==> config.mk <==
export PLATFORM = sky130hd
export DESIGN_NAME = tw_regs
export DESIGN_NICKNAME = d
export VERILOG_FILES = /design/src/design/tw_pkg.sv /design/src/design/tw_regs.sv
export SDC_FILE = /design/constraint.sdc
export NUM_CORES = 1
export LEC_CHECK = 0
export ABC_AREA = 1
export BUFFER_PORTS_ARGS = -buffer_cell sky130_fd_sc_hd__buf_4
export CORE_MARGIN = 4
export CORE_UTILIZATION = 35
export CTS_CLUSTER_DIAMETER = 100
export DETAILED_ROUTE_END_ITERATION = 8
export REMOVE_ABC_BUFFERS = 1
export SYNTH_ARGS = -nofsm -noshare
export SYNTH_HDL_FRONTEND = slang
export SYNTH_SLANG_ARGS = --single-unit
==> constraint.sdc <==
create_clock -name aclk -period 1.9 [get_ports aclk]
set_input_delay 0.19 -clock aclk [delete_from_list [all_inputs] [get_ports aclk]]
set_output_delay 0.19 -clock aclk [all_outputs]
set_load 0.01 [all_outputs]
==> src/design/tw_pkg.sv <==
// Purpose: constants for the timer watchdog and interrupt register block
// Assumes: 32-bit AXI4-Lite register bus, one word per register
// Notes: counting engine and prescaler live outside this block
`default_nettype none
package tw_pkg;
	localparam int ADDR_W = 8;
	// byte offsets
	localparam logic [7:0] OFS_WDCTL = 8'h00;
	localparam logic [7:0] OFS_REL_LO = 8'h04;
	localparam logic [7:0] OFS_REL_HI = 8'h08;
	localparam logic [7:0] OFS_CAP_LO = 8'h0C;
	localparam logic [7:0] OFS_CAP_HI = 8'h10;
	localparam logic [7:0] OFS_ICTL = 8'h14;
	localparam logic [7:0] OFS_TCTL = 8'h18;
	localparam logic [7:0] OFS_IRQ_ST = 8'h1C;
	localparam logic [7:0] OFS_IRQ_MASK = 8'h20;
	// watchdog control fields
	localparam int WD_KEY_LSB = 16;
	localparam int WD_FLAG_BIT = 15;
	localparam int WD_EN_BIT = 14;
	localparam int WD_RSV_LSB = 12;
	localparam logic [15:0] KEY_FIRST = 16'hA5C6;
	localparam logic [15:0] KEY_SECOND = 16'hDA7E;
	// interrupt control/status fields
	localparam int IC_FORCE_HI = 31;
	localparam int IC_EVAL_HI = 30;
	localparam int IC_EVT_ST_HI = 19;
	localparam int IC_EVT_EN_HI = 18;
	localparam int IC_CMP_ST_HI = 17;
	localparam int IC_CMP_EN_HI = 16;
	localparam int IC_FORCE_LO = 15;
	localparam int IC_EVAL_LO = 14;
	localparam int IC_EVT_ST_LO = 3;
	localparam int IC_EVT_EN_LO = 2;
	localparam int IC_CMP_ST_LO = 1;
	localparam int IC_CMP_EN_LO = 0;
	// timer control fields
	localparam int TC_MODE_LSB = 2;
	localparam int TC_RUN_HI = 1;
	localparam int TC_RUN_LO = 0;
	localparam logic [1:0] MODE_WATCHDOG = 2'h2;
	// system interrupt status layout
	localparam int IRQ_W = 3;
	localparam int IRQ_TIMEOUT = 0;
	localparam int IRQ_HALF_LO = 1;
	localparam int IRQ_HALF_HI = 2;
	// reset values and answers
	localparam logic [31:0] RST_WORD = 32'h0000_0000;
	localparam logic [1:0] RESP_OKAY = 2'h0;
	localparam logic [1:0] RESP_SLVERR = 2'h2;
endpackage
`default_nettype wire

==> src/design/tw_regs.sv <==
// Purpose: timer watchdog control, reload, capture and interrupt registers
// Assumes: engine pulses are one cycle wide and synchronous to aclk
// Notes: force and reevaluate bits are write-only pulses and read as zero
`default_nettype none
module tw_regs (
	// clock and reset
	input wire logic aclk,
	input wire logic aresetn,
	// axi4-lite write
	input wire logic [tw_pkg::ADDR_W-1:0] s_axi_awaddr,
	input wire logic [2:0] s_axi_awprot,
	input wire logic s_axi_awvalid,
	output logic s_axi_awready,
	input wire logic [31:0] s_axi_wdata,
	input wire logic [3:0] s_axi_wstrb,
	input wire logic s_axi_wvalid,
	output logic s_axi_wready,
	output logic [1:0] s_axi_bresp,
	output logic s_axi_bvalid,
	input wire logic s_axi_bready,
	// axi4-lite read
	input wire logic [tw_pkg::ADDR_W-1:0] s_axi_araddr,
	input wire logic [2:0] s_axi_arprot,
	input wire logic s_axi_arvalid,
	output logic s_axi_arready,
	output logic [31:0] s_axi_rdata,
	output logic [1:0] s_axi_rresp,
	output logic s_axi_rvalid,
	input wire logic s_axi_rready,
	// counting engine
	input wire logic [31:0] cnt_low,
	input wire logic [31:0] cnt_high,
	input wire logic match_low,
	input wire logic match_high,
	input wire logic capture_low_evt,
	input wire logic capture_high_evt,
	input wire logic wd_timeout,
	// control out
	output logic [31:0] reload_low_half,
	output logic [31:0] reload_high_half,
	output logic [1:0] timer_mode_select,
	output logic low_half_run,
	output logic high_half_run,
	output logic watchdog_enable,
	output logic watchdog_active,
	output logic wd_service,
	// interrupts
	output logic intr_low,
	output logic intr_high,
	output logic irq
);
	import tw_pkg::*;

	typedef struct packed {
		logic aw_got;
		logic w_got;
		logic [ADDR_W-1:0] waddr;
		logic [31:0] wdata;
		logic [3:0] wstrb;
		logic bvalid;
		logic [1:0] bresp;
		logic rvalid;
		logic [31:0] rdata;
		logic [1:0] rresp;
		logic [15:0] key;
		logic flag;
		logic wd_en;
		logic [1:0] wd_rsv;
		logic armed;
		logic service;
		logic [31:0] rel_lo;
		logic [31:0] rel_hi;
		logic [31:0] cap_lo;
		logic [31:0] cap_hi;
		logic [1:0] evt_st;
		logic [1:0] evt_en;
		logic [1:0] cmp_st;
		logic [1:0] cmp_en;
		logic [1:0] intr;
		logic [1:0] mode;
		logic [1:0] run;
		logic [IRQ_W-1:0] irq_st;
		logic [IRQ_W-1:0] irq_mask;
	} tw_state_t;

	tw_state_t s;
	tw_state_t next_s;

	function automatic logic tw_mapped(input logic [ADDR_W-1:0] a);
		tw_mapped = (a == OFS_WDCTL) || (a == OFS_REL_LO) || (a == OFS_REL_HI) ||
			(a == OFS_CAP_LO) || (a == OFS_CAP_HI) || (a == OFS_ICTL) ||
			(a == OFS_TCTL) || (a == OFS_IRQ_ST) || (a == OFS_IRQ_MASK);
	endfunction

	function automatic logic [31:0] tw_merge(input logic [31:0] old, input logic [31:0] d,
		input logic [3:0] st);
		logic [31:0] r;
		r = old;
		for (int i = 0; i < 4; i++) begin
			if (st[i]) begin
				r[i*8 +: 8] = d[i*8 +: 8];
			end
		end
		tw_merge = r;
	endfunction

	logic w_go;
	logic [31:0] wm;
	logic [1:0] new_evt;
	logic [1:0] new_cmp;
	logic [1:0] force_wr;
	logic [1:0] eval_wr;
	logic active;
	logic key_full;

	assign active = s.wd_en && (s.mode == MODE_WATCHDOG);
	assign w_go = s.aw_got && s.w_got && !s.bvalid;
	assign key_full = (s.wstrb[3:2] == 2'b11);
	assign new_cmp = {match_high & s.run[1], match_low & s.run[0]};
	assign new_evt = {capture_high_evt, capture_low_evt};

	always_comb begin
		logic wr_wd;
		logic wr_ic;
		logic [15:0] k;
		next_s = s;
		wr_wd = w_go && (s.waddr == OFS_WDCTL);
		wr_ic = w_go && (s.waddr == OFS_ICTL);
		k = s.wdata[WD_KEY_LSB +: 16];
		force_wr = '0;
		eval_wr = '0;
		wm = RST_WORD;
		// write channel capture, either order
		if (s_axi_awvalid && s_axi_awready) begin
			next_s.aw_got = 1'b1;
			next_s.waddr = s_axi_awaddr;
		end
		if (s_axi_wvalid && s_axi_wready) begin
			next_s.w_got = 1'b1;
			next_s.wdata = s_axi_wdata;
			next_s.wstrb = s_axi_wstrb;
		end
		if (s.bvalid && s_axi_bready) begin
			next_s.bvalid = 1'b0;
		end
		if (w_go) begin
			next_s.aw_got = 1'b0;
			next_s.w_got = 1'b0;
			next_s.bvalid = 1'b1;
			next_s.bresp = tw_mapped(s.waddr) ? RESP_OKAY : RESP_SLVERR;
		end
		// watchdog control word
		next_s.service = 1'b0;
		if (wr_wd) begin
			wm = tw_merge({s.key, s.flag, s.wd_en, s.wd_rsv, 12'h000}, s.wdata, s.wstrb);
			next_s.key = wm[WD_KEY_LSB +: 16];
			next_s.wd_en = wm[WD_EN_BIT];
			next_s.wd_rsv = wm[WD_RSV_LSB +: 2];
			// key sequence only counts in watchdog mode with a whole key
			if (s.mode == MODE_WATCHDOG && key_full) begin
				next_s.service = s.armed && (k == KEY_SECOND);
				next_s.armed = (k == KEY_FIRST);
			end
			if ((s.wstrb[1] && s.wdata[WD_FLAG_BIT]) || (!s.wd_en && wm[WD_EN_BIT])) begin
				next_s.flag = 1'b0;
			end
		end
		if (wd_timeout) begin
			next_s.flag = 1'b1;
		end
		// reload registers
		if (w_go && s.waddr == OFS_REL_LO) begin
			next_s.rel_lo = tw_merge(s.rel_lo, s.wdata, s.wstrb);
		end
		if (w_go && s.waddr == OFS_REL_HI) begin
			next_s.rel_hi = tw_merge(s.rel_hi, s.wdata, s.wstrb);
		end
		// capture registers
		if (capture_low_evt) begin
			next_s.cap_lo = cnt_low;
		end
		if (capture_high_evt) begin
			next_s.cap_hi = cnt_high;
		end
		// interrupt control/status
		if (wr_ic) begin
			wm = tw_merge(RST_WORD, s.wdata, s.wstrb);
			force_wr = {wm[IC_FORCE_HI], wm[IC_FORCE_LO]};
			eval_wr = {wm[IC_EVAL_HI], wm[IC_EVAL_LO]};
			next_s.evt_en = {wm[IC_EVT_EN_HI], wm[IC_EVT_EN_LO]};
			next_s.cmp_en = {wm[IC_CMP_EN_HI], wm[IC_CMP_EN_LO]};
			if (s.wstrb[2]) begin
				next_s.evt_en[1] = wm[IC_EVT_EN_HI];
				next_s.cmp_en[1] = wm[IC_CMP_EN_HI];
			end else begin
				next_s.evt_en[1] = s.evt_en[1];
				next_s.cmp_en[1] = s.cmp_en[1];
			end
			if (!s.wstrb[0]) begin
				next_s.evt_en[0] = s.evt_en[0];
				next_s.cmp_en[0] = s.cmp_en[0];
			end
			next_s.evt_st = s.evt_st & ~{wm[IC_EVT_ST_HI], wm[IC_EVT_ST_LO]};
			next_s.cmp_st = s.cmp_st & ~{wm[IC_CMP_ST_HI], wm[IC_CMP_ST_LO]};
		end
		// set wins over a clear in the same cycle
		next_s.evt_st = next_s.evt_st | new_evt;
		next_s.cmp_st = next_s.cmp_st | new_cmp;
		for (int h = 0; h < 2; h++) begin
			next_s.intr[h] = force_wr[h] ||
				(eval_wr[h] && (s.evt_st[h] || s.cmp_st[h])) ||
				(new_evt[h] && s.evt_en[h]) ||
				(new_cmp[h] && s.cmp_en[h]);
		end
		// timer control: frozen while the watchdog is active
		if (w_go && s.waddr == OFS_TCTL && s.wstrb[0] && !active) begin
			next_s.run = s.wdata[TC_RUN_HI:TC_RUN_LO];
			next_s.mode = s.wdata[TC_MODE_LSB +: 2];
		end
		// system interrupt status and mask
		if (w_go && s.waddr == OFS_IRQ_ST && s.wstrb[0]) begin
			next_s.irq_st = s.irq_st & ~s.wdata[IRQ_W-1:0];
		end
		if (w_go && s.waddr == OFS_IRQ_MASK && s.wstrb[0]) begin
			next_s.irq_mask = s.wdata[IRQ_W-1:0];
		end
		next_s.irq_st[IRQ_TIMEOUT] = next_s.irq_st[IRQ_TIMEOUT] | wd_timeout;
		next_s.irq_st[IRQ_HALF_LO] = next_s.irq_st[IRQ_HALF_LO] | s.intr[0];
		next_s.irq_st[IRQ_HALF_HI] = next_s.irq_st[IRQ_HALF_HI] | s.intr[1];
		// read channel, answer one cycle after the address is taken
		if (s.rvalid && s_axi_rready) begin
			next_s.rvalid = 1'b0;
		end
		if (s_axi_arvalid && s_axi_arready) begin
			next_s.rvalid = 1'b1;
			next_s.rresp = tw_mapped(s_axi_araddr) ? RESP_OKAY : RESP_SLVERR;
			case (s_axi_araddr)
				OFS_WDCTL: next_s.rdata = {s.key, s.flag, s.wd_en, s.wd_rsv, 12'h000};
				OFS_REL_LO: next_s.rdata = s.rel_lo;
				OFS_REL_HI: next_s.rdata = s.rel_hi;
				OFS_CAP_LO: next_s.rdata = s.cap_lo;
				OFS_CAP_HI: next_s.rdata = s.cap_hi;
				OFS_ICTL: next_s.rdata = {12'h000, s.evt_st[1], s.evt_en[1], s.cmp_st[1],
					s.cmp_en[1], 12'h000, s.evt_st[0], s.evt_en[0], s.cmp_st[0], s.cmp_en[0]};
				OFS_TCTL: next_s.rdata = {28'h000_0000, s.mode, s.run};
				OFS_IRQ_ST: next_s.rdata = {29'h0000_0000, s.irq_st};
				OFS_IRQ_MASK: next_s.rdata = {29'h0000_0000, s.irq_mask};
				default: next_s.rdata = RST_WORD;
			endcase
		end
	end

	always_ff @(posedge aclk) begin
		if (!aresetn) begin
			s <= '0;
		end else begin
			s <= next_s;
		end
	end

	// handshake outputs
	assign s_axi_awready = !s.aw_got && !s.bvalid;
	assign s_axi_wready = !s.w_got && !s.bvalid;
	assign s_axi_arready = !s.rvalid;
	assign s_axi_bvalid = s.bvalid;
	assign s_axi_bresp = s.bresp;
	assign s_axi_rvalid = s.rvalid;
	assign s_axi_rdata = s.rdata;
	assign s_axi_rresp = s.rresp;
	// control and interrupt outputs
	assign reload_low_half = s.rel_lo;
	assign reload_high_half = s.rel_hi;
	assign timer_mode_select = s.mode;
	assign low_half_run = s.run[0];
	assign high_half_run = s.run[1];
	assign watchdog_enable = s.wd_en;
	assign watchdog_active = active;
	assign wd_service = s.service;
	assign intr_low = s.intr[0];
	assign intr_high = s.intr[1];
	assign irq = |(s.irq_st & s.irq_mask);

	// checks
	logic wr_wd_full;
	assign wr_wd_full = w_go && s.waddr == OFS_WDCTL && key_full;

	property p_key_order;
		@(posedge aclk) disable iff (!aresetn)
		wr_wd_full && s.mode == MODE_WATCHDOG && s.armed &&
			s.wdata[WD_KEY_LSB +: 16] == KEY_SECOND |=> wd_service;
	endproperty
	a_key_order: assert property (p_key_order) else $error("second key did not service");

	property p_service_cause;
		@(posedge aclk) disable iff (!aresetn)
		wd_service |-> $past(s.armed) && $past(s.wdata[WD_KEY_LSB +: 16]) == KEY_SECOND;
	endproperty
	a_service_cause: assert property (p_service_cause) else $error("service without keys");

	property p_no_service_gp;
		@(posedge aclk) disable iff (!aresetn)
		w_go && s.mode != MODE_WATCHDOG |=> !wd_service;
	endproperty
	a_no_service_gp: assert property (p_no_service_gp) else $error("serviced in timer mode");

	logic irq_stat_to;
	assign irq_stat_to = s.irq_st[IRQ_TIMEOUT];

	property p_flag_set;
		@(posedge aclk) disable iff (!aresetn)
		wd_timeout |=> s.flag ##0 irq_stat_to;
	endproperty
	a_flag_set: assert property (p_flag_set) else $error("time-out flag not set");

	property p_flag_clr;
		@(posedge aclk) disable iff (!aresetn)
		w_go && s.waddr == OFS_WDCTL && s.wstrb[1] && s.wdata[WD_FLAG_BIT] && !wd_timeout
			|=> !s.flag;
	endproperty
	a_flag_clr: assert property (p_flag_clr) else $error("flag not cleared by one");

	property p_force;
		@(posedge aclk) disable iff (!aresetn)
		w_go && s.waddr == OFS_ICTL && s.wstrb[1] && s.wdata[IC_FORCE_LO] |=> intr_low;
	endproperty
	a_force: assert property (p_force) else $error("force did not pulse");

	property p_eval;
		@(posedge aclk) disable iff (!aresetn)
		w_go && s.waddr == OFS_ICTL && s.wstrb[3] && s.wdata[IC_EVAL_HI] &&
			(s.cmp_st[1] || s.evt_st[1]) |=> intr_high;
	endproperty
	a_eval: assert property (p_eval) else $error("reevaluate did not pulse");

	property p_match;
		@(posedge aclk) disable iff (!aresetn)
		match_low && low_half_run |=>
			s.cmp_st[0] ##1 (s.irq_st[IRQ_HALF_LO] || !$past(s.cmp_en[0], 2));
	endproperty
	a_match: assert property (p_match) else $error("match status missing");

	property p_run_lock;
		@(posedge aclk) disable iff (!aresetn)
		active |=> $stable(s.run);
	endproperty
	a_run_lock: assert property (p_run_lock) else $error("run changed while active");

	property p_sticky;
		@(posedge aclk) disable iff (!aresetn)
		s.evt_st[1] && !(w_go && s.waddr == OFS_ICTL) |=> s.evt_st[1];
	endproperty
	a_sticky: assert property (p_sticky) else $error("status lost without clear");

	property p_pulse;
		@(posedge aclk) disable iff (!aresetn)
		intr_low && !$past(w_go) |=>
			!intr_low || $past(match_low || capture_low_evt || w_go);
	endproperty
	a_pulse: assert property (p_pulse) else $error("interrupt not a pulse");

	c_service: cover property (@(posedge aclk) disable iff (!aresetn) wd_service);
	c_timeout_irq: cover property (@(posedge aclk) disable iff (!aresetn) wd_timeout ##2 irq);
	c_evt_intr: cover property (@(posedge aclk) disable iff (!aresetn)
		capture_high_evt ##1 intr_high);
	c_slverr: cover property (@(posedge aclk) disable iff (!aresetn) s_axi_bvalid &&
		s_axi_bresp == RESP_SLVERR);
endmodule
`default_nettype wire

==> results.cfg <==
[run_status]
outcome = finished, final reports clean

[timing]
max_freq_mhz = 573
relSlewSlack_pct = 65.9
skew_ns = 0.0229
finalHoldViolCount = 0
period_minus_slack_ns = 1.74
finalCritPeriodShare_pct = 91.8
tightest_slew_ns = 0.507
drv_slew = 0
hold_ws_ns = 0.105
finalSetupViolCount = 0
rsz0062_at_grt = false

[power]
p_per_area_nw_per_um2 = 826
ir_drop_mv = 0.692
swShare_pct = 25.1
internal_power_mw = 9.35
pwr-share-comb_pct = 10.6
p_leak_nw = 6.32
net-switching-power_mw = 3.13
power_mw = 12.5
p_seq_share_pct = 45.4
p_clk_share_pct = 44.1

[synthesis]
ys_top_cells_by_area = dfxtp_1, o21ai_0, a21oi_1
syn_inst = 1559
synth_seq_cells = 252
synth-async-reset-ratio_pct = 0
yosys-top-cells-count = dfxtp_1, o21ai_0, nor2_1
avgSynthCellArea_sq_um = 7.31
synthFlopType = dfxtp_1
yosys.area.top_type = dfxtp_1
yosysTopAreaCellShare_pct = 44.3
ys_seq_area_share_pct = 44.3
synth.distinct_cells = 34
synth_most_common_cell = dfxtp_1
yosys_warnings = 0
syn_area_sq_um = 11400
synth-edff-count = 0

[clocking]
clk_path_buf_depth = 3
htree_levels = 1
insertion_delay_ns = 0.55
cts_tree = done
cts-root-buf = clkbuf_16
clock-sinks = 252
ctsResizeCount = 0
cts_buffers = 29
clk_pin_slew_ns = 0.06

[worst_setup_path]
cp_slowest_cell = dfxtp_1
cp_data_arrival_time_ns = 2.18
cp-end-kind = flip-flop
worstPathRequired_ns = 2.33
crit_top_cell = nand2_1
crit_fanout = 6
criticalPathCategory = reg2reg
r2r-start = s[244]
r2r_slack_ns = 0.16
cp_slowest_stage_delay_ns = 0.32
critical-path-top-delay-family = simple AND/OR/NAND/NOR gates
rr_endpoint = s[19]
crit_chain = nor2_1, nand3_1, inv_2, nand4_1, o21ai_0, nand2_1, nand2_1, inv_1
r2r_cells = 8
critical_path_buf_inv_count = 2
cp-start-kind = flip-flop

[cells_and_area]
seq_area_sq_um = 5040
final_cell_area_sq_um = 15100
drive_gt1_share_pct = 19.7
layout.nets = 1937
instances_no_fill = 2260
antenna_cells = 0
multi_input_area_sq_um = 4580
area_growth_syn_to_layout_pct = 32.6
fill_cells = 3130
fin_util_pct = 47.5

[worst_hold_path]
holdPathEnd = s[73]
min_path_cells = 3
hp-start = capture_low_evt
min_path_type = in2reg

[global_routing]
grt_pass1_wl_mm = 60.3
grt-busiest-layer = met2
overflow = 0
grt_max_degree = 106
antenna_found_initial = 0
met3_usage_pct = 3.46
grt_pass1_vias = 10578
use_met2_pct = 36.6
use_met1_pct = 28.1
grt_usage_pct = 21.4

[routing]
vias = 10789
drc = 0
wirelength_mm = 39.6
drtIter0Drc = 707
wl_per_cell_um = 17.5
vias_per_cell = 4.77
drtAntennaViolNets = 0
dr.pass1.iters = 5

[floorplanning]
die_h_um = 188
io-pin-count = 249
core_area_sq_um = 31800
start_util_pct = 35.8
die_w_um = 188
rows = 65
dieArea_sq_um = 35500

[run]
cap_violations = 0

[place]
io_buffers = 240
dp_hpwl_mm = 26.3
gp_congestion = 0.823
post_dp_cell_area_sq_um = 13000
dp_cells = 2086
-- placed cells by master (no fill, tap or decap), types with 7 or more instances in the layout --
master         synthesis  routed
o21ai_0              241     241
nand2_1              162     160
dlygate4sd3_1          0     117
clkinv_2               0       9
clkbuf_1              47       7
nor2_1               204     202
nand3_1              129     129
inv_1                148     147
nand4_1                8       8
nand3_4                8       8
inv_2                  5       7
dfxtp_1              252     252
buf_12                 1      10
clkbuf_16              0      29
o21ai_1               21      21
buf_4                105     272
a21oi_1              163     163
-- power groups by stage --
| stage | logic (mW) | clock network, mW | registers (mW) |
|---|---|---|---|
| finish | 1.32 | 5.50 | 5.66 |
| global route | 1.45 | 5.84 | 5.69 |
| CTS | 1.32 | 5.60 | 5.66 |
| detailed placement | 1.12 | 0 | 5.78 |
| global placement | 1.10 | 0 | 5.77 |
| floorplan | 0.490 | 0 | 5.73 |
-- per-stage QoR --
step / setup slack [ns] / TNS (ns)
floorplan: -0.524 / -16.08
global placement: 0.116 / 0
detailed placement: 0.0963 / 0
CTS: 0.0980 / 0
global route: 0.0121 / 0
finish: 0.155 / 0
-- state kept, by name, indices dropped and copies added (netlist names), 2 cells and up --
name               cells
reload_low_half       32
s_axi_rdata           32
timer_mode_select      2
s                    143
reload_high_half      32
-- cell families (layout without fill, tap and decap cells) --
kind of cell | after synthesis | after routing | share of synthesized area, %
AOI/OAI and AO/OA | 431 | 431 | 19.0
buffers and inverters | 342 | 607 | 15.7
DFF | 252 | 252 | 44.3
other | 1 | 2 | 0.0329
and+or+nand+nor | 533 | 533 | 20.9
-- worst reg2reg max path, stage by stage (launching register included) --
cell,delay (ns)
dfxtp_1,0.32
nor2_1,0.21
nand3_1,0.16
inv_2,0.26
nand4_1,0.28
o21ai_0,0.23
nand2_1,0.07
nand2_1,0.07
inv_1,0.04
-- cell type report --
class                   count  share of cell area (%)
multi-input cells         966                    30.3
flip-flops and latches    252                    33.4
clock inverters            12                   0.754
clock buffers              41                    5.43
inverters                 155                    3.85
well taps                 435                    3.60
repair buffers            399                    22.6
-- how the worst max path moves through the flow --
stage / from / end / slack, ns / cells past startpoint
after floorplan: s_axi_araddr[6] / s_axi_rresp[1] / -0.52 / 7
after global placement: s[252] / reload_low_half[0] / 0.12 / 8
after detailed placement: s[252] / reload_low_half[4] / 0.1 / 8
after CTS: s[252] / reload_low_half[4] / 0.1 / 8
after global routing: s[252] / reload_low_half[4] / 0.01 / 8
final: s[244] / s[19] / 0.16 / 8
-- layer usage --
layer	share of wire, %	routed length, um
met2	48	18900
met1	44	17500
met5	0	0
met4	2.3	921
met3	5.7	2270
-- timing repair --
action / in CTS / in global routing
endpoints found under the hold margin: 123 / 0
setup buffers: 0 / 4
endpoints found under the setup margin: 0 / 20
hold buffers: 117 / 0
No activity file was read; power rests on OpenSTA's default activity.
